## config.mk

```make
export PLATFORM = sky130hd
export DESIGN_NAME = sbcra_reg_access
export DESIGN_NICKNAME = d
export VERILOG_FILES = /design/src/sbcra_pkg.sv /design/src/sbcra_reg_access.sv /design/src/sbcra_spi_shift.sv
export SDC_FILE = /design/constraint.sdc
export NUM_CORES = 1
export LEC_CHECK = 0
export CORE_UTILIZATION = 60
export CTS_CLUSTER_SIZE = 24
export DETAILED_ROUTE_END_ITERATION = 6
export DONT_BUFFER_PORTS = 1
export GPL_TIMING_DRIVEN = 0
export HOLD_SLACK_MARGIN = 0.12
export PLACE_DENSITY = 0.83
export SETUP_SLACK_MARGIN = 0.4
export SLEW_MARGIN = 20
export SYNTH_ARGS = -nofsm -noshare
export SYNTH_HDL_FRONTEND = slang
export SYNTH_SLANG_ARGS = --single-unit
```

## constraint.sdc

```tcl
create_clock -name clk -period 3.2 [get_ports clk]
set_input_delay 0.16 -clock clk [delete_from_list [all_inputs] [get_ports clk]]
set_output_delay 0.16 -clock clk [all_outputs]
set_load 0.01 [all_outputs]
```

## src/sbcra_pkg.sv

```systemverilog
`default_nettype none
package sbcra_pkg;
	// ********************
	// Frame and map layout
	// ********************
	localparam int FRAME_BITS = 16; // Clocks in a valid frame
	localparam int HDR_BITS = 8; // Address plus selector
	localparam logic [6:0] CTRL_LAST = 7'h1E; // Last control address
	localparam logic [6:0] STAT_FIRST = 7'h40; // First status address
	localparam logic [6:0] STAT_LAST = 7'h7E; // Last status address
	localparam int CTRL_CNT = 32; // Control storage slots
	localparam logic [7:0] CTRL_RST = 8'h00; // Control reset value
	// Control registers used by the mode logic
	localparam logic [6:0] MODE_CTRL = 7'h00;
	localparam logic [6:0] BUS_CTRL_A = 7'h03;
	localparam logic [6:0] BUS_CTRL_B = 7'h04;
	localparam logic [6:0] HS_CTRL = 7'h14;
	// Fields of the mode control register
	localparam int MODE_HI = 7;
	localparam int MODE_LO = 6;
	localparam int THIRD_BIT = 5;
	localparam int SECOND_HI = 4;
	localparam int SECOND_LO = 3;
	// Transceiver field codes
	localparam logic [2:0] CAN_OFF = 3'b000;
	localparam logic [2:0] CAN_WAKE = 3'b001;
	localparam logic [1:0] LIN_OFF = 2'b00;
	localparam logic [1:0] LIN_WAKE = 2'b01;
	// Clearable status registers
	localparam logic [6:0] STS_SUPPLY = 7'h41;
	localparam logic [6:0] STS_DEV = 7'h43;
	localparam logic [6:0] STS_WAKE = 7'h46;
	localparam logic [6:0] STS_HS_OVL = 7'h54;
	localparam int STS_CNT = 4;
	// Registers that never clear
	localparam logic [6:0] STS_WAKE_LVL = 7'h48;
	localparam logic [6:0] STS_FAM_ID = 7'h7E;
	// ********************
	// Local bus map
	// ********************
	localparam logic [7:0] REG_IRQ_STS = 8'h80;
	localparam logic [7:0] REG_IRQ_MASK = 8'h81;
	localparam logic [7:0] REG_MODE = 8'h82;
	localparam int IRQ_W = 4;
	localparam int EV_FRAME = 0;
	localparam int EV_FRAME_ERR = 1;
	localparam int EV_MODE = 2;
	localparam int EV_HS_FAULT = 3;
	// ********************
	// Timing
	// ********************
	localparam int CLK_MHZ = 100;
	localparam int RESTART_NS = 2000; // Restart dwell time
	localparam int RESTART_CYC = (RESTART_NS * CLK_MHZ + 999) / 1000;
	// ********************
	// Types
	// ********************
	typedef enum logic [1:0] {
		MD_NORMAL = 2'b00,
		MD_SLEEP = 2'b01,
		MD_STOP = 2'b10,
		MD_RESTART = 2'b11
	} sbcra_mode_t;
	typedef struct packed {
		logic [7:0] data; // Bits 15..8
		logic wrSel; // Bit 7
		logic [6:0] addr; // Bits 6..0
	} sbcra_frame_t;
endpackage
`default_nettype wire

```

## src/sbcra_reg_access.sv

```systemverilog
`default_nettype none
module sbcra_reg_access
	import sbcra_pkg::*;
#(
	parameter logic [7:0] FAMILY_ID = 8'h5A, // Arbitrary identity value
	parameter int RESTART_CYCLES = RESTART_CYC
) (
	input wire logic clk,
	input wire logic resetn,
	input wire logic sclk,
	input wire logic csn,
	input wire logic sdi,
	output logic sdo,
	input wire logic [7:0] busAddr,
	input wire logic [7:0] busWdata,
	input wire logic busWr,
	input wire logic busRd,
	output logic [7:0] busRdata,
	output logic irq,
	input wire logic wakeEvent,
	input wire logic restartReq,
	input wire logic failEvent,
	input wire logic [7:0] supplyFlags,
	input wire logic [3:0] hsFault,
	input wire logic [2:0] wakePinLevel,
	output logic [1:0] modeNow,
	output logic [3:0] hsEnable,
	output logic [1:0] secondRegOn,
	output logic thirdRegOn,
	output logic [2:0] canMode,
	output logic [1:0] lin1Mode,
	output logic [1:0] lin2Mode,
	output logic failOut
);
	// ********************
	// Declarations
	// ********************
	logic [7:0] ctrlMem_reg [CTRL_CNT]; // Control storage
	logic [7:0] statMem_reg [STS_CNT]; // Clearable status
	sbcra_mode_t mode_reg, mode_next; // Actual device mode
	logic [15:0] rstCnt_reg; // Restart dwell counter
	logic [2:0] wakeLvlS1, wakeLvlS2; // Live pin level sync
	logic [IRQ_W-1:0] irqSts_reg, irqMask_reg;
	logic irq_reg;
	logic [7:0] busRdata_reg;
	logic [7:0] respHigh_reg, infoByte_reg;
	logic respLoad_reg;
	logic failOut_reg;
	logic hdrStrobe, frameStrobe, frameOk;
	logic [6:0] hdrAddr;
	sbcra_frame_t frm; // Completed frame
	logic frameUse; // Good frame outside restart
	logic ctrlWr, statClr, modeChg;
	logic [7:0] ctrlWrData, hsBase;
	logic [IRQ_W-1:0] irqSet;
	// ********************
	// Helpers
	// ********************
	// Control address decode
	function automatic logic isCtrl(input logic [6:0] a);
		return a <= CTRL_LAST;
	endfunction
	// Status address decode
	function automatic logic isStat(input logic [6:0] a);
		return a >= STAT_FIRST && a <= STAT_LAST;
	endfunction
	// Slot of a clearable status register, or none
	function automatic logic [2:0] statSlot(input logic [6:0] a);
		case (a)
			STS_SUPPLY: return 3'b100;
			STS_DEV: return 3'b101;
			STS_WAKE: return 3'b110;
			STS_HS_OVL: return 3'b111;
			default: return 3'b000;
		endcase
	endfunction
	// Byte shown for an address; reads have no side effect
	function automatic logic [7:0] readByte(input logic [6:0] a);
		logic [2:0] s;
		s = statSlot(a);
		if (isCtrl(a)) begin
			return ctrlMem_reg[a[4:0]];
		end else if (s[2]) begin
			return statMem_reg[s[1:0]];
		end else if (a == STS_WAKE_LVL) begin
			return {5'h00, wakeLvlS2};
		end else if (a == STS_FAM_ID) begin
			return FAMILY_ID;
		end
		return 8'h00;
	endfunction
	// Park a CAN setting: off stays off, else wake capable
	function automatic logic [2:0] parkCan(input logic [2:0] c);
		return (c == CAN_OFF) ? CAN_OFF : CAN_WAKE;
	endfunction
	// Park a LIN setting the same way
	function automatic logic [1:0] parkLin(input logic [1:0] c);
		return (c == LIN_OFF) ? LIN_OFF : LIN_WAKE;
	endfunction
	// ********************
	// Serial framing
	// ********************
	sbcra_spi_shift u_shift (
		.clk(clk),
		.resetn(resetn),
		.sclk(sclk),
		.csn(csn),
		.sdi(sdi),
		.respLow(infoByte_reg),
		.respHigh(respHigh_reg),
		.respLoad(respLoad_reg),
		.hdrStrobe(hdrStrobe),
		.hdrAddr(hdrAddr),
		.frameStrobe(frameStrobe),
		.frameOk(frameOk),
		.frame(frm),
		.sdo(sdo)
	);
	// Pin level crosses into clk domain
	always_ff @(posedge clk or negedge resetn) begin
		if (!resetn) begin
			wakeLvlS1 <= 3'b000;
			wakeLvlS2 <= 3'b000;
		end else begin
			wakeLvlS1 <= wakePinLevel;
			wakeLvlS2 <= wakeLvlS1;
		end
	end
	// ********************
	// Frame decode
	// ********************
	assign frameUse = frameStrobe && frameOk && mode_reg != MD_RESTART;
	// Only the switch config write is dropped whole in sleep or stop; restart drops every frame
	assign ctrlWr = frameUse && frm.wrSel && isCtrl(frm.addr) &&
		!(frm.addr == HS_CTRL && mode_reg != MD_NORMAL);
	assign statClr = frameUse && frm.wrSel && isStat(frm.addr);
	assign hsBase = (ctrlWr && frm.addr == HS_CTRL) ? frm.data : ctrlMem_reg[HS_CTRL[4:0]];
	// Regulator bits keep their value when written outside normal
	always_comb begin
		ctrlWrData = frm.data;
		if (frm.addr == MODE_CTRL && mode_reg != MD_NORMAL) begin
			ctrlWrData[THIRD_BIT:SECOND_LO] = ctrlMem_reg[0][THIRD_BIT:SECOND_LO];
		end
	end
	// Response bytes: info field first, addressed byte after header
	always_ff @(posedge clk or negedge resetn) begin
		if (!resetn) begin
			respHigh_reg <= 8'h00;
			respLoad_reg <= 1'b0;
			infoByte_reg <= 8'h00;
		end else begin
			respLoad_reg <= hdrStrobe;
			for (int i = 0; i < STS_CNT; i++) begin
				infoByte_reg[i] <= |statMem_reg[i];
			end
			infoByte_reg[7:STS_CNT] <= '0;
			if (mode_reg == MD_RESTART) begin
				// Bus is not served; answer reads as all ones
				respHigh_reg <= 8'hFF;
				infoByte_reg <= 8'hFF;
			end else if (hdrStrobe) begin
				// Old value goes out; a write lands at frame end
				respHigh_reg <= readByte(hdrAddr);
			end
		end
	end
	// ********************
	// Mode control
	// ********************
	// Next mode from requests, wakes and restart dwell
	always_comb begin
		mode_next = mode_reg;
		case (mode_reg)
			MD_NORMAL: begin
				if (ctrlWr && frm.addr == MODE_CTRL) begin
					mode_next = sbcra_mode_t'(frm.data[MODE_HI:MODE_LO]);
				end
			end
			MD_SLEEP: begin
				if (wakeEvent) begin
					mode_next = MD_RESTART;
				end
			end
			MD_STOP: begin
				// Stop may be left over the serial port
				if (wakeEvent) begin
					mode_next = MD_NORMAL;
				end else if (ctrlWr && frm.addr == MODE_CTRL &&
						frm.data[MODE_HI:MODE_LO] == MD_NORMAL) begin
					mode_next = MD_NORMAL;
				end
			end
			MD_RESTART: begin
				if (rstCnt_reg >= 16'(RESTART_CYCLES - 1)) begin
					mode_next = MD_NORMAL;
				end
			end
			default: mode_next = MD_RESTART;
		endcase
		if (restartReq) begin
			mode_next = MD_RESTART;
		end
	end
	// Hardware faults never feed the mode logic: no wake from them
	assign modeChg = mode_next != mode_reg;
	// Mode state and restart dwell
	always_ff @(posedge clk or negedge resetn) begin
		if (!resetn) begin
			mode_reg <= MD_NORMAL;
			rstCnt_reg <= 16'h0000;
		end else begin
			mode_reg <= mode_next;
			if (mode_reg != MD_RESTART || modeChg) begin
				rstCnt_reg <= 16'h0000;
			end else begin
				rstCnt_reg <= rstCnt_reg + 16'h0001;
			end
		end
	end
	// ********************
	// Control registers
	// ********************
	// Serial writes first, hardware updates override
	always_ff @(posedge clk or negedge resetn) begin
		if (!resetn) begin
			for (int i = 0; i < CTRL_CNT; i++) begin
				ctrlMem_reg[i] <= CTRL_RST;
			end
		end else begin
			if (ctrlWr) begin
				ctrlMem_reg[frm.addr[4:0]] <= ctrlWrData;
			end
			// Faulty switch is turned off in any mode, flags do not block
			if (|hsFault) begin
				ctrlMem_reg[HS_CTRL[4:0]] <= hsBase & ~{4'h0, hsFault};
			end
			if (modeChg) begin
				ctrlMem_reg[0][MODE_HI:MODE_LO] <= mode_next;
				case (mode_next)
					MD_SLEEP: begin
						ctrlMem_reg[BUS_CTRL_A[4:0]][2:0] <= parkCan(ctrlMem_reg[BUS_CTRL_A[4:0]][2:0]);
						ctrlMem_reg[BUS_CTRL_A[4:0]][4:3] <= parkLin(ctrlMem_reg[BUS_CTRL_A[4:0]][4:3]);
						ctrlMem_reg[BUS_CTRL_B[4:0]][1:0] <= parkLin(ctrlMem_reg[BUS_CTRL_B[4:0]][1:0]);
					end
					MD_RESTART: begin
						ctrlMem_reg[HS_CTRL[4:0]] <= 8'h00;
						ctrlMem_reg[0][SECOND_HI:SECOND_LO] <= 2'b00;
						ctrlMem_reg[BUS_CTRL_A[4:0]][2:0] <= parkCan(ctrlMem_reg[BUS_CTRL_A[4:0]][2:0]);
						ctrlMem_reg[BUS_CTRL_A[4:0]][4:3] <= parkLin(ctrlMem_reg[BUS_CTRL_A[4:0]][4:3]);
						ctrlMem_reg[BUS_CTRL_B[4:0]][1:0] <= parkLin(ctrlMem_reg[BUS_CTRL_B[4:0]][1:0]);
					end
					// Stop and normal leave transceivers and switches running
					default: begin
					end
				endcase
			end
		end
	end
	// ********************
	// Status registers
	// ********************
	// Set wins over a clear in the same cycle; kept in low power
	always_ff @(posedge clk or negedge resetn) begin
		if (!resetn) begin
			for (int i = 0; i < STS_CNT; i++) begin
				statMem_reg[i] <= 8'h00;
			end
		end else begin
			for (int i = 0; i < STS_CNT; i++) begin
				logic [7:0] setBits;
				logic [2:0] slot;
				setBits = 8'h00;
				slot = statSlot(frm.addr);
				case (i)
					0: setBits = supplyFlags;
					1: setBits = {7'h00, failEvent};
					2: setBits = {7'h00, wakeEvent};
					default: setBits = {4'h0, hsFault};
				endcase
				// Only slotted registers clear; others never do
				if (statClr && slot[2] && slot[1:0] == 2'(i)) begin
					statMem_reg[i] <= setBits;
				end else begin
					statMem_reg[i] <= statMem_reg[i] | setBits;
				end
			end
		end
	end
	// Fail output latches until reset, across all modes
	always_ff @(posedge clk or negedge resetn) begin
		if (!resetn) begin
			failOut_reg <= 1'b0;
		end else if (failEvent) begin
			failOut_reg <= 1'b1;
		end
	end
	// ********************
	// Local bus and interrupt
	// ********************
	assign irqSet = {|hsFault, modeChg, frameStrobe & ~frameOk, frameUse};
	// Sticky events, write one to clear, set wins
	always_ff @(posedge clk or negedge resetn) begin
		if (!resetn) begin
			irqSts_reg <= '0;
			irqMask_reg <= '0;
			irq_reg <= 1'b0;
		end else begin
			if (busWr && busAddr == REG_IRQ_STS) begin
				irqSts_reg <= (irqSts_reg & ~busWdata[IRQ_W-1:0]) | irqSet;
			end else begin
				irqSts_reg <= irqSts_reg | irqSet;
			end
			if (busWr && busAddr == REG_IRQ_MASK) begin
				irqMask_reg <= busWdata[IRQ_W-1:0];
			end
			irq_reg <= |(irqSts_reg & irqMask_reg);
		end
	end
	// Read data stands one cycle; unmapped reads zero
	always_ff @(posedge clk or negedge resetn) begin
		if (!resetn) begin
			busRdata_reg <= 8'h00;
		end else if (!busRd) begin
			busRdata_reg <= 8'h00;
		end else if (!busAddr[7]) begin
			busRdata_reg <= readByte(busAddr[6:0]);
		end else begin
			case (busAddr)
				REG_IRQ_STS: busRdata_reg <= {4'h0, irqSts_reg};
				REG_IRQ_MASK: busRdata_reg <= {4'h0, irqMask_reg};
				REG_MODE: busRdata_reg <= {6'h00, mode_reg};
				default: busRdata_reg <= 8'h00;
			endcase
		end
	end
	// ********************
	// Outputs
	// ********************
	assign busRdata = busRdata_reg;
	assign irq = irq_reg;
	assign modeNow = mode_reg;
	assign hsEnable = ctrlMem_reg[HS_CTRL[4:0]][3:0];
	assign secondRegOn = ctrlMem_reg[0][SECOND_HI:SECOND_LO];
	assign thirdRegOn = ctrlMem_reg[0][THIRD_BIT];
	assign canMode = ctrlMem_reg[BUS_CTRL_A[4:0]][2:0];
	assign lin1Mode = ctrlMem_reg[BUS_CTRL_A[4:0]][4:3];
	assign lin2Mode = ctrlMem_reg[BUS_CTRL_B[4:0]][1:0];
	assign failOut = failOut_reg;
endmodule // sbcra_reg_access
`default_nettype wire

```

## src/sbcra_spi_shift.sv

```systemverilog
`default_nettype none
module sbcra_spi_shift
	import sbcra_pkg::*;
(
	input wire logic clk,
	input wire logic resetn,
	input wire logic sclk,
	input wire logic csn,
	input wire logic sdi,
	input wire logic [7:0] respLow,
	input wire logic [7:0] respHigh,
	input wire logic respLoad,
	output logic hdrStrobe,
	output logic [6:0] hdrAddr,
	output logic frameStrobe,
	output logic frameOk,
	output sbcra_frame_t frame,
	output logic sdo
);
	// ********************
	// Pin synchronisers
	// ********************
	logic sclkS1, sclkS2, sclkS3; // S3 only for edge finding
	logic csnS1, csnS2, csnS3;
	logic sdiS1, sdiS2;
	logic [15:0] shiftIn_reg; // LSB arrives first
	logic [4:0] bitCnt_reg; // Rising edges seen
	logic [4:0] outIdx_reg; // Bit now on sdo
	logic [7:0] lowByte_reg, highByte_reg;
	logic active_reg; // Inside a frame
	logic rise, fall, csnFall, csnRise;

	// Two stages before any logic looks
	always_ff @(posedge clk or negedge resetn) begin
		if (!resetn) begin
			{sclkS1, sclkS2, sclkS3} <= 3'b000;
			{csnS1, csnS2, csnS3} <= 3'b111;
			{sdiS1, sdiS2} <= 2'b00;
		end else begin
			{sclkS1, sclkS2, sclkS3} <= {sclk, sclkS1, sclkS2};
			{csnS1, csnS2, csnS3} <= {csn, csnS1, csnS2};
			{sdiS1, sdiS2} <= {sdi, sdiS1};
		end
	end

	assign rise = sclkS2 & ~sclkS3 & active_reg;
	assign fall = ~sclkS2 & sclkS3 & active_reg;
	assign csnFall = ~csnS2 & csnS3;
	assign csnRise = csnS2 & ~csnS3;

	// ********************
	// Receive side
	// ********************
	// Sample on rising clock, count saturates so long frames fail
	always_ff @(posedge clk or negedge resetn) begin
		if (!resetn) begin
			shiftIn_reg <= 16'h0000;
			bitCnt_reg <= 5'h00;
			active_reg <= 1'b0;
			hdrStrobe <= 1'b0;
			hdrAddr <= 7'h00;
			frameStrobe <= 1'b0;
			frameOk <= 1'b0;
			frame <= '0;
		end else begin
			hdrStrobe <= 1'b0;
			frameStrobe <= 1'b0;
			if (csnFall) begin
				active_reg <= 1'b1;
				bitCnt_reg <= 5'h00;
			end else if (csnRise && active_reg) begin
				active_reg <= 1'b0;
				frameStrobe <= 1'b1;
				// Clock high at chip select edge also spoils the frame
				frameOk <= (bitCnt_reg == 5'(FRAME_BITS)) && !sclkS2;
				frame <= shiftIn_reg;
			end else if (rise) begin
				shiftIn_reg <= {sdiS2, shiftIn_reg[15:1]};
				if (bitCnt_reg != 5'h1F) begin
					bitCnt_reg <= bitCnt_reg + 5'h01;
				end
				if (bitCnt_reg == 5'(HDR_BITS - 1)) begin
					hdrStrobe <= 1'b1;
					hdrAddr <= shiftIn_reg[15:9];
				end
			end
		end
	end

	// ********************
	// Transmit side
	// ********************
	// Advance on falling clock; high byte arrives mid frame
	always_ff @(posedge clk or negedge resetn) begin
		if (!resetn) begin
			outIdx_reg <= 5'h00;
			lowByte_reg <= 8'h00;
			highByte_reg <= 8'h00;
			sdo <= 1'b0;
		end else begin
			if (csnFall) begin
				outIdx_reg <= 5'h00;
				lowByte_reg <= respLow;
			end else if (fall && outIdx_reg != 5'h1F) begin
				outIdx_reg <= outIdx_reg + 5'h01;
			end
			if (respLoad) begin
				highByte_reg <= respHigh;
			end
			if (!active_reg) begin
				sdo <= 1'b0;
			end else if (outIdx_reg < 5'(HDR_BITS)) begin
				sdo <= lowByte_reg[outIdx_reg[2:0]];
			end else begin
				sdo <= highByte_reg[outIdx_reg[2:0]];
			end
		end
	end
endmodule // sbcra_spi_shift
`default_nettype wire

```

==> flow_summary.json, run 1 <==
{
  "fmax_ghz": 0.349,
  "drt_first_iter_violations": 1953,
  "p_leak_nw": 10.2,
  "layout_min_cycle_time_ns": 2.86,
  "root_buffer": "clkbuf_16",
  "overflow": 0,
  "violations": "negative hold slack",
  "crit_path_end_kind": "flop",
  "drive_above_1_share_pct": 34.4,
  "tightest_slew_ns": 1.17,
  "htree_levels": 2,
  "synthMuxAreaShare_pct": 30.9,
  "grtUsageTotal_pct": 37.0,
  "synth.net_count": 1597,
  "cts-buffers-inserted": 43,
  "fillers": 2300,
  "setup_tns_ns": 0,
  "holdBufCountCts": 32,
  "final.setup.worst_slack_ns": 0.336,
  "antenna_found_initial": 3,
  "hold_slack_ns": -0.702,
  "clk_pin_slew_ns": 0.06,
  "synth.largest_area_cell": "dfrtp_1",
  "grt_start_max_net_pins": 402,
  "vias": 14900,
  "worstSkewPairLatency_ns": 0.56,
  "final_nets": 1688,
  "arrival_ns": 3.28,
  "die_w_um": 186,
  "syn_area_um2": 20400,
  "area_growth_pct": 13.5,
  "initial_utilization_pct": 60.8,
  "period_share_pct": 89.5,
  "cts_tree": "yes",
  "rows": 67,
  "yosys_warnings": 0,
  "synth_fa_ha_area_share_pct": 0.417,
  "ys_ff_latch": 401,
  "required_ns": 3.61,
  "wl_per_cell_um": 29.7,
  "power.density_nw_per_um2": 515,
  "via_per_inst": 7.04,
  "dr.pass1.iters": 6,
  "ys_types": 76,
  "netlist.area_leader.share_pct": 48.8,
  "seqCellArea_um2": 10000,
  "synth-xor-area-share_pct": 0.816,
  "slew_headroom_pct": 22.0,
  "first_global_vias": 15500,
  "boundaryPins": 68,
  "ys.flop_type": "dfrtp_1",
  "status": "finished with violations",
  "async_flop_share_pct": 100,
  "clock-skew-final_ns": 0.0193,
  "synth_compound_area_share_pct": 6.56,
  "drc_errors": 0,
  "crit_path_start_kind": "primary input",
  "core-area_um2": 33500,
  "die_y_um": 186,
  "dpl_worst_slack_ns": -0.505,
  "finalHoldViolations": 401,
  "synth_top_family_by_area": "multiplexers",
  "critical_path_class": "primary input to flop",
  "grt_pass1_wl_mm": 95.0,
  "avgSynthCellArea_um2": 13.2,
  "wl_mm": 63.0,
  "synth-simple-area-share_pct": 8.62,
  "synth_cells": 1550,
  "drv_cap": 0,
  "setup_violations": 0,
  "largest_reg_flops": 242,
  "portBuffers": 0,
  "clock_path_buffers": 3,
  "ir_drop_mv": 0.495,
  "cts.sinks": 401,
  "place_hpwl_mm": 41.5,
  "synth-edff-count": 0,
  "finalMaxSlewViolations": 0,
  "hp-class": "primary input to async pin",
  "yosysSeqAreaShare_pct": 49.2,
  "multi_input_area_um2": 9780,
  "gp_congestion": 1.01,
  "cp_max_fo": 10,
  "synth_area_leaders": "dfrtp_1 49%, mux4_2 18%, mux2_2 11%, nor2_1 2.5%, a21oi_1 2.4%",
  "rsz0062_at_grt": "yes",
  "dieArea_um2": 34700,
  "route.antenna.remaining_nets": 0
}
## metrics by stage
| step | utilization [%] | instances | power [mW] | instance area (um^2) |
|---|---|---|---|---|
| 3_3_place_gp | 62.5 | 1998 | 6.70 | 21000 |
| 2_1_floorplan | - | 1550 | 6.29 | 20400 |
| 5_1_grt | 69.1 | 2121 | 12.2 | 23200 |
| 4_1_cts | 68.6 | 2113 | 11.8 | 23000 |
| 6_report | 69.1 | 2122 | 11.9 | 23200 |
| 3_5_place_dp | 62.5 | 1998 | 6.75 | 21000 |
## synthesized netlist by cell type (11+ instances only)
library cell / count
mux2_2: 202
a21oi_1: 99
mux4_2: 164
and3_1: 30
dfrtp_1: 398
nand3_1: 18
buf_2: 18
clkbuf_1: 99
nor3_1: 14
buf_4: 13
inv_1: 19
mux2i_1: 33
buf_1: 12
a21o_1: 15
nand4_1: 14
nand2_1: 50
o21ai_0: 29
xor2_1: 11
nor2_1: 136
## placed cells by master (no fill, tap or decap), drive strengths merged, types with 7 or more instances in the layout
cell,count
o22ai,8
mux4,164
nor4,10
a21o,15
nand3,18
xnor2,8
a21oi,100
nor3b,7
dlygate4sd3,32
and3,30
nand2,50
and2,10
mux2i,33
dfrtp,398
nor2,136
a31oi,9
nand3b,7
inv,20
mux2,202
buf,58
nand2b,9
nor3,15
xor2,11
clkbuf,163
nand4,14
a211oi,9
o21ai,31
nor2b,9
## cells by family after synthesis
family / after synthesis
adder cells (fa/ha/maj): 7
XOR/XNOR: 19
AO/OA/AOI/OAI: 216
multiplexers: 399
AND/OR/NAND/NOR: 343
buffers and inverters: 165
flip-flops: 401
## power breakdown
part           internal (mW)  leakage [nW]  switching (mW)
Combinational          0.506          4.17           0.724
Sequential              5.27          5.29           0.309
Clock                   3.01         0.693            2.11
Total                   8.79          10.2            3.14
## path summary, 6_finish.rpt
path,from,endpoint,slack (ns),cells after the start
worst max register to register,u_shift.frame[5],lin1Mode[0],0.37,8
worst min-delay path,resetn,ctrlMem_reg[167],-0.70,0
min in group clk,csn,u_shift.csnS1,0.16,1
worst min register to register,wakeLvlS1[1],wakeLvlS2[1],0.35,0
max in group asynchronous,resetn,ctrlMem_reg[144],2.98,0
worst max-delay path,busAddr[1],busRdata[1],0.34,8
## final cells by class
class | count | area share [%]
flip-flops and latches | 401 | 43.3
multi-input cells | 984 | 42.2
clock buffers | 63 | 5.36
plain buffers | 146 | 3.65
well taps | 448 | 2.42
repair buffers | 46 | 1.89
clock inverters | 14 | 0.800
inverters | 19 | 0.308
diodes | 1 | 0.0108
## per-layer routing
| metal | GRT usage (%) | routed length (um) |
|---|---|---|
| met5 | 0 | 11 |
| met4 | 23.8 | 4850 |
| met3 | 12.7 | 8470 |
| met2 | 53.9 | 27700 |
| met1 | 47.6 | 22000 |
## repair_timing
action                                  4_1_cts  5_1_grt
hold endpoints to repair                    445      401
pin swaps                                     4        6
buffers inserted                              6        8
resized for setup                           105       45
endpoints found under the setup margin      257      177
## worst max-delay path: stages
cell,delay [ns]
clkbuf_1,0.44
clkbuf_1,0.79
mux4_2,0.42
mux4_2,0.51
mux2i_1,0.55
nand2_1,0.11
nand4_1,0.15
o21ai_0,0.14
No activity file was read; power rests on OpenSTA's default activity.
==> inputs of run 2 (changes only) <==
HOLD_SLACK_MARGIN = not set   (was 0.12)
MAX_ROUTING_LAYER = met4   (was not set)
TNS_END_PERCENT = 10   (was not set)
==> run 2 against run 1 <==
Net effect: combinational power fell by 3%; core utilization shrank 0.25 points; the run ends with negative hold slack, max-slew violations left; critical endpoint is now busRdata[6]; non-clock buffer count is 3 lower; global-route usage rose by 1.1 points; die area is the same; first-iteration DRC count up 0.61%; hold slack gained 0.010 ns; count of clock-buffer cells in the layout is 5 lower; cell area decreased by 0.36%.
==> flow_summary.json, run 2 (same netlist as run 1, synthesis figures left out) <==
{
  "dieArea_um2": 34700,
  "cts-buffers-inserted": 42,
  "clock-skew-final_ns": 0.0137,
  "setup_violations": 0,
  "timing.critical_path.cells": "clkbuf_1 > clkbuf_1 > clkbuf_2 > mux4_2 > mux4_2 > mux2i_1 > a211oi_1",
  "final_nets": 1684,
  "hp-class": "primary input to async pin",
  "dr.pass1.iters": 5,
  "route.antenna.remaining_nets": 0,
  "p_leak_nw": 10.1,
  "fmax_ghz": 0.335,
  "ir_drop_mv": 0.565,
  "critPathLaunch": "busAddr[1]",
  "comb_power_share_pct": 9.8,
  "area_growth_pct": 13.1,
  "cpPeakStageDelay_ns": 0.63,
  "fillers": 2291,
  "slew_headroom_pct": -19.0,
  "hold_slack_ns": -0.691,
  "place_hpwl_mm": 41.7,
  "arrival_ns": 3.40,
  "cts_tree": "yes",
  "layout_min_cycle_time_ns": 2.99,
  "clk_pin_slew_ns": 0.06,
  "status": "finished with violations",
  "tightest_slew_ns": 1.79,
  "gp_congestion": 0.975,
  "via_per_inst": 7.07,
  "crit_path_start_kind": "primary input",
  "wl_mm": 62.6,
  "root_buffer": "clkbuf_16",
  "boundaryPins": 68,
  "overflow": 0,
  "worst-r2r-cell-count": 7,
  "drv_cap": 0,
  "required_ns": 3.61,
  "core-area_um2": 33500,
  "finalHoldViolations": 401,
  "vias": 15000,
  "p_int_mw": 9.04,
  "mostFrequentLayoutCell": "dfrtp_1",
  "clkPwrFrac_pct": 44.2,
  "initial_utilization_pct": 60.8,
  "holdBufCountCts": 31,
  "largest_reg_flops": 242,
  "final_cell_mix": "398 x dfrtp_1, 202 x mux2_2, 164 x mux4_2",
  "portBuffers": 0,
  "critPathBufInv": 3,
  "violations": "negative hold slack, max-slew violations",
  "grt_pass1_wl_mm": 94.8,
  "worst_path_max_delay_cell": "clkbuf_1",
  "power_mw": 12.1,
  "cp_top_family": "buffers and inverters",
  "netSwitchingPower_mw": 3.11,
  "period_share_pct": 93.3,
  "drt_first_iter_violations": 1965,
  "worstSkewPairLatency_ns": 0.56,
  "wl_per_cell_um": 29.5,
  "rsz0062_at_grt": "yes",
  "power_frac_seq_pct": 46.0,
  "htree_levels": 2,
  "crit_path_end_kind": "flop",
  "grt_start_max_net_pins": 402,
  "critical_path_class": "primary input to flop",
  "drc_errors": 0,
  "first_global_vias": 15400,
  "drive_above_1_share_pct": 33.2,
  "antenna_found_initial": 1,
  "rr_startpoint": "u_shift.frame[1]",
  "final_area_um2": 23100,
  "cp_max_fo": 10,
  "finalMaxSlewViolations": 170,
  "clock_path_buffers": 3,
  "power.density_nw_per_um2": 526,
  "grtUsageTotal_pct": 38.1,
  "rows": 67,
  "postPlaceCellArea_um2": 21000,
  "die_w_um": 186,
  "netSwitchingFraction_pct": 25.6,
  "cts.sinks": 401,
  "r2r_end": "ctrlMem_reg[28]",
  "setup_tns_ns": 0,
  "die_y_um": 186,
  "r2r_slack_ns": 0.27
}
-- run 2: worst max path at each step --
stage,to,depth (start not counted)
global placement,busRdata[6],7
floorplan,respHigh_reg[5],6
CTS,ctrlMem_reg[17],7
detailed placement,busRdata[6],7
finish,busRdata[6],7
global route,ctrlMem_reg[28],6
-- run 2: layout make-up --
| class | count | area, um^2 | area share, % |
|---|---|---|---|
| antenna | 2 | 5.00 | 0.0217 |
| inverter | 19 | 71.3 | 0.309 |
| sequential | 401 | 10000 | 43.5 |
| tap | 448 | 561 | 2.43 |
| buffer | 146 | 758 | 3.29 |
| timing repair buffer | 43 | 404 | 1.75 |
| multi-input combinational | 984 | 9730 | 42.2 |
| clock buffer | 58 | 1200 | 5.21 |
| clock inverter | 18 | 303 | 1.31 |
-- run 2: worst reg2reg max path: cells and delay by family, from the launching register on --
| family | cells | cell delay (ns) |
|---|---|---|
| AND/OR/NAND/NOR | 2 | 0.92 |
| AO/OA/AOI/OAI | 1 | 0.22 |
| multiplexers | 1 | 0.46 |
| buffers and inverters | 3 | 0.79 |
| flip-flops | 1 | 0.37 |
-- run 2: metal layers --
metal | global-route usage [%] | part of all wire, % | wire [um] | vias to the layer above
met5 | - | 0 | 0 | -
met4 | 23.8 | 7.3 | 4600 | 0
met3 | 10.3 | 12 | 7590 | 290
met2 | 54.1 | 44 | 27800 | 1095
met1 | 48.8 | 36 | 22600 | 7617
li1 | - | - | - | 5972
-- run 2: power groups by stage --
stage	clock network [mW]	registers [mW]	logic, mW
4_1_cts	5.37	5.57	1.15
5_1_grt	5.58	5.60	1.25
3_3_place_gp	0	5.65	1.06
2_1_floorplan	0	5.50	0.792
3_5_place_dp	0	5.66	1.09
6_report	5.37	5.59	1.19
-- run 2: timing repair --
item | 4_1_cts | 5_1_grt
setup endpoints to repair | 254 | 227
gates resized for setup | 65 | 43
setup buffers | 2 | 9
cloned | 0 | 0
endpoints found under the hold margin | 443 | 401
pin swaps | 1 | 6
-- run 2: through the flow --
step	setup slack, ns	utilization [%]	cells
finish	0.214	68.8	2119
global route	0.256	68.8	2118
CTS	0.269	68.4	2108
detailed placement	-0.558	62.5	1999
global placement	-0.410	62.5	1998
floorplan	0.600	-	1550
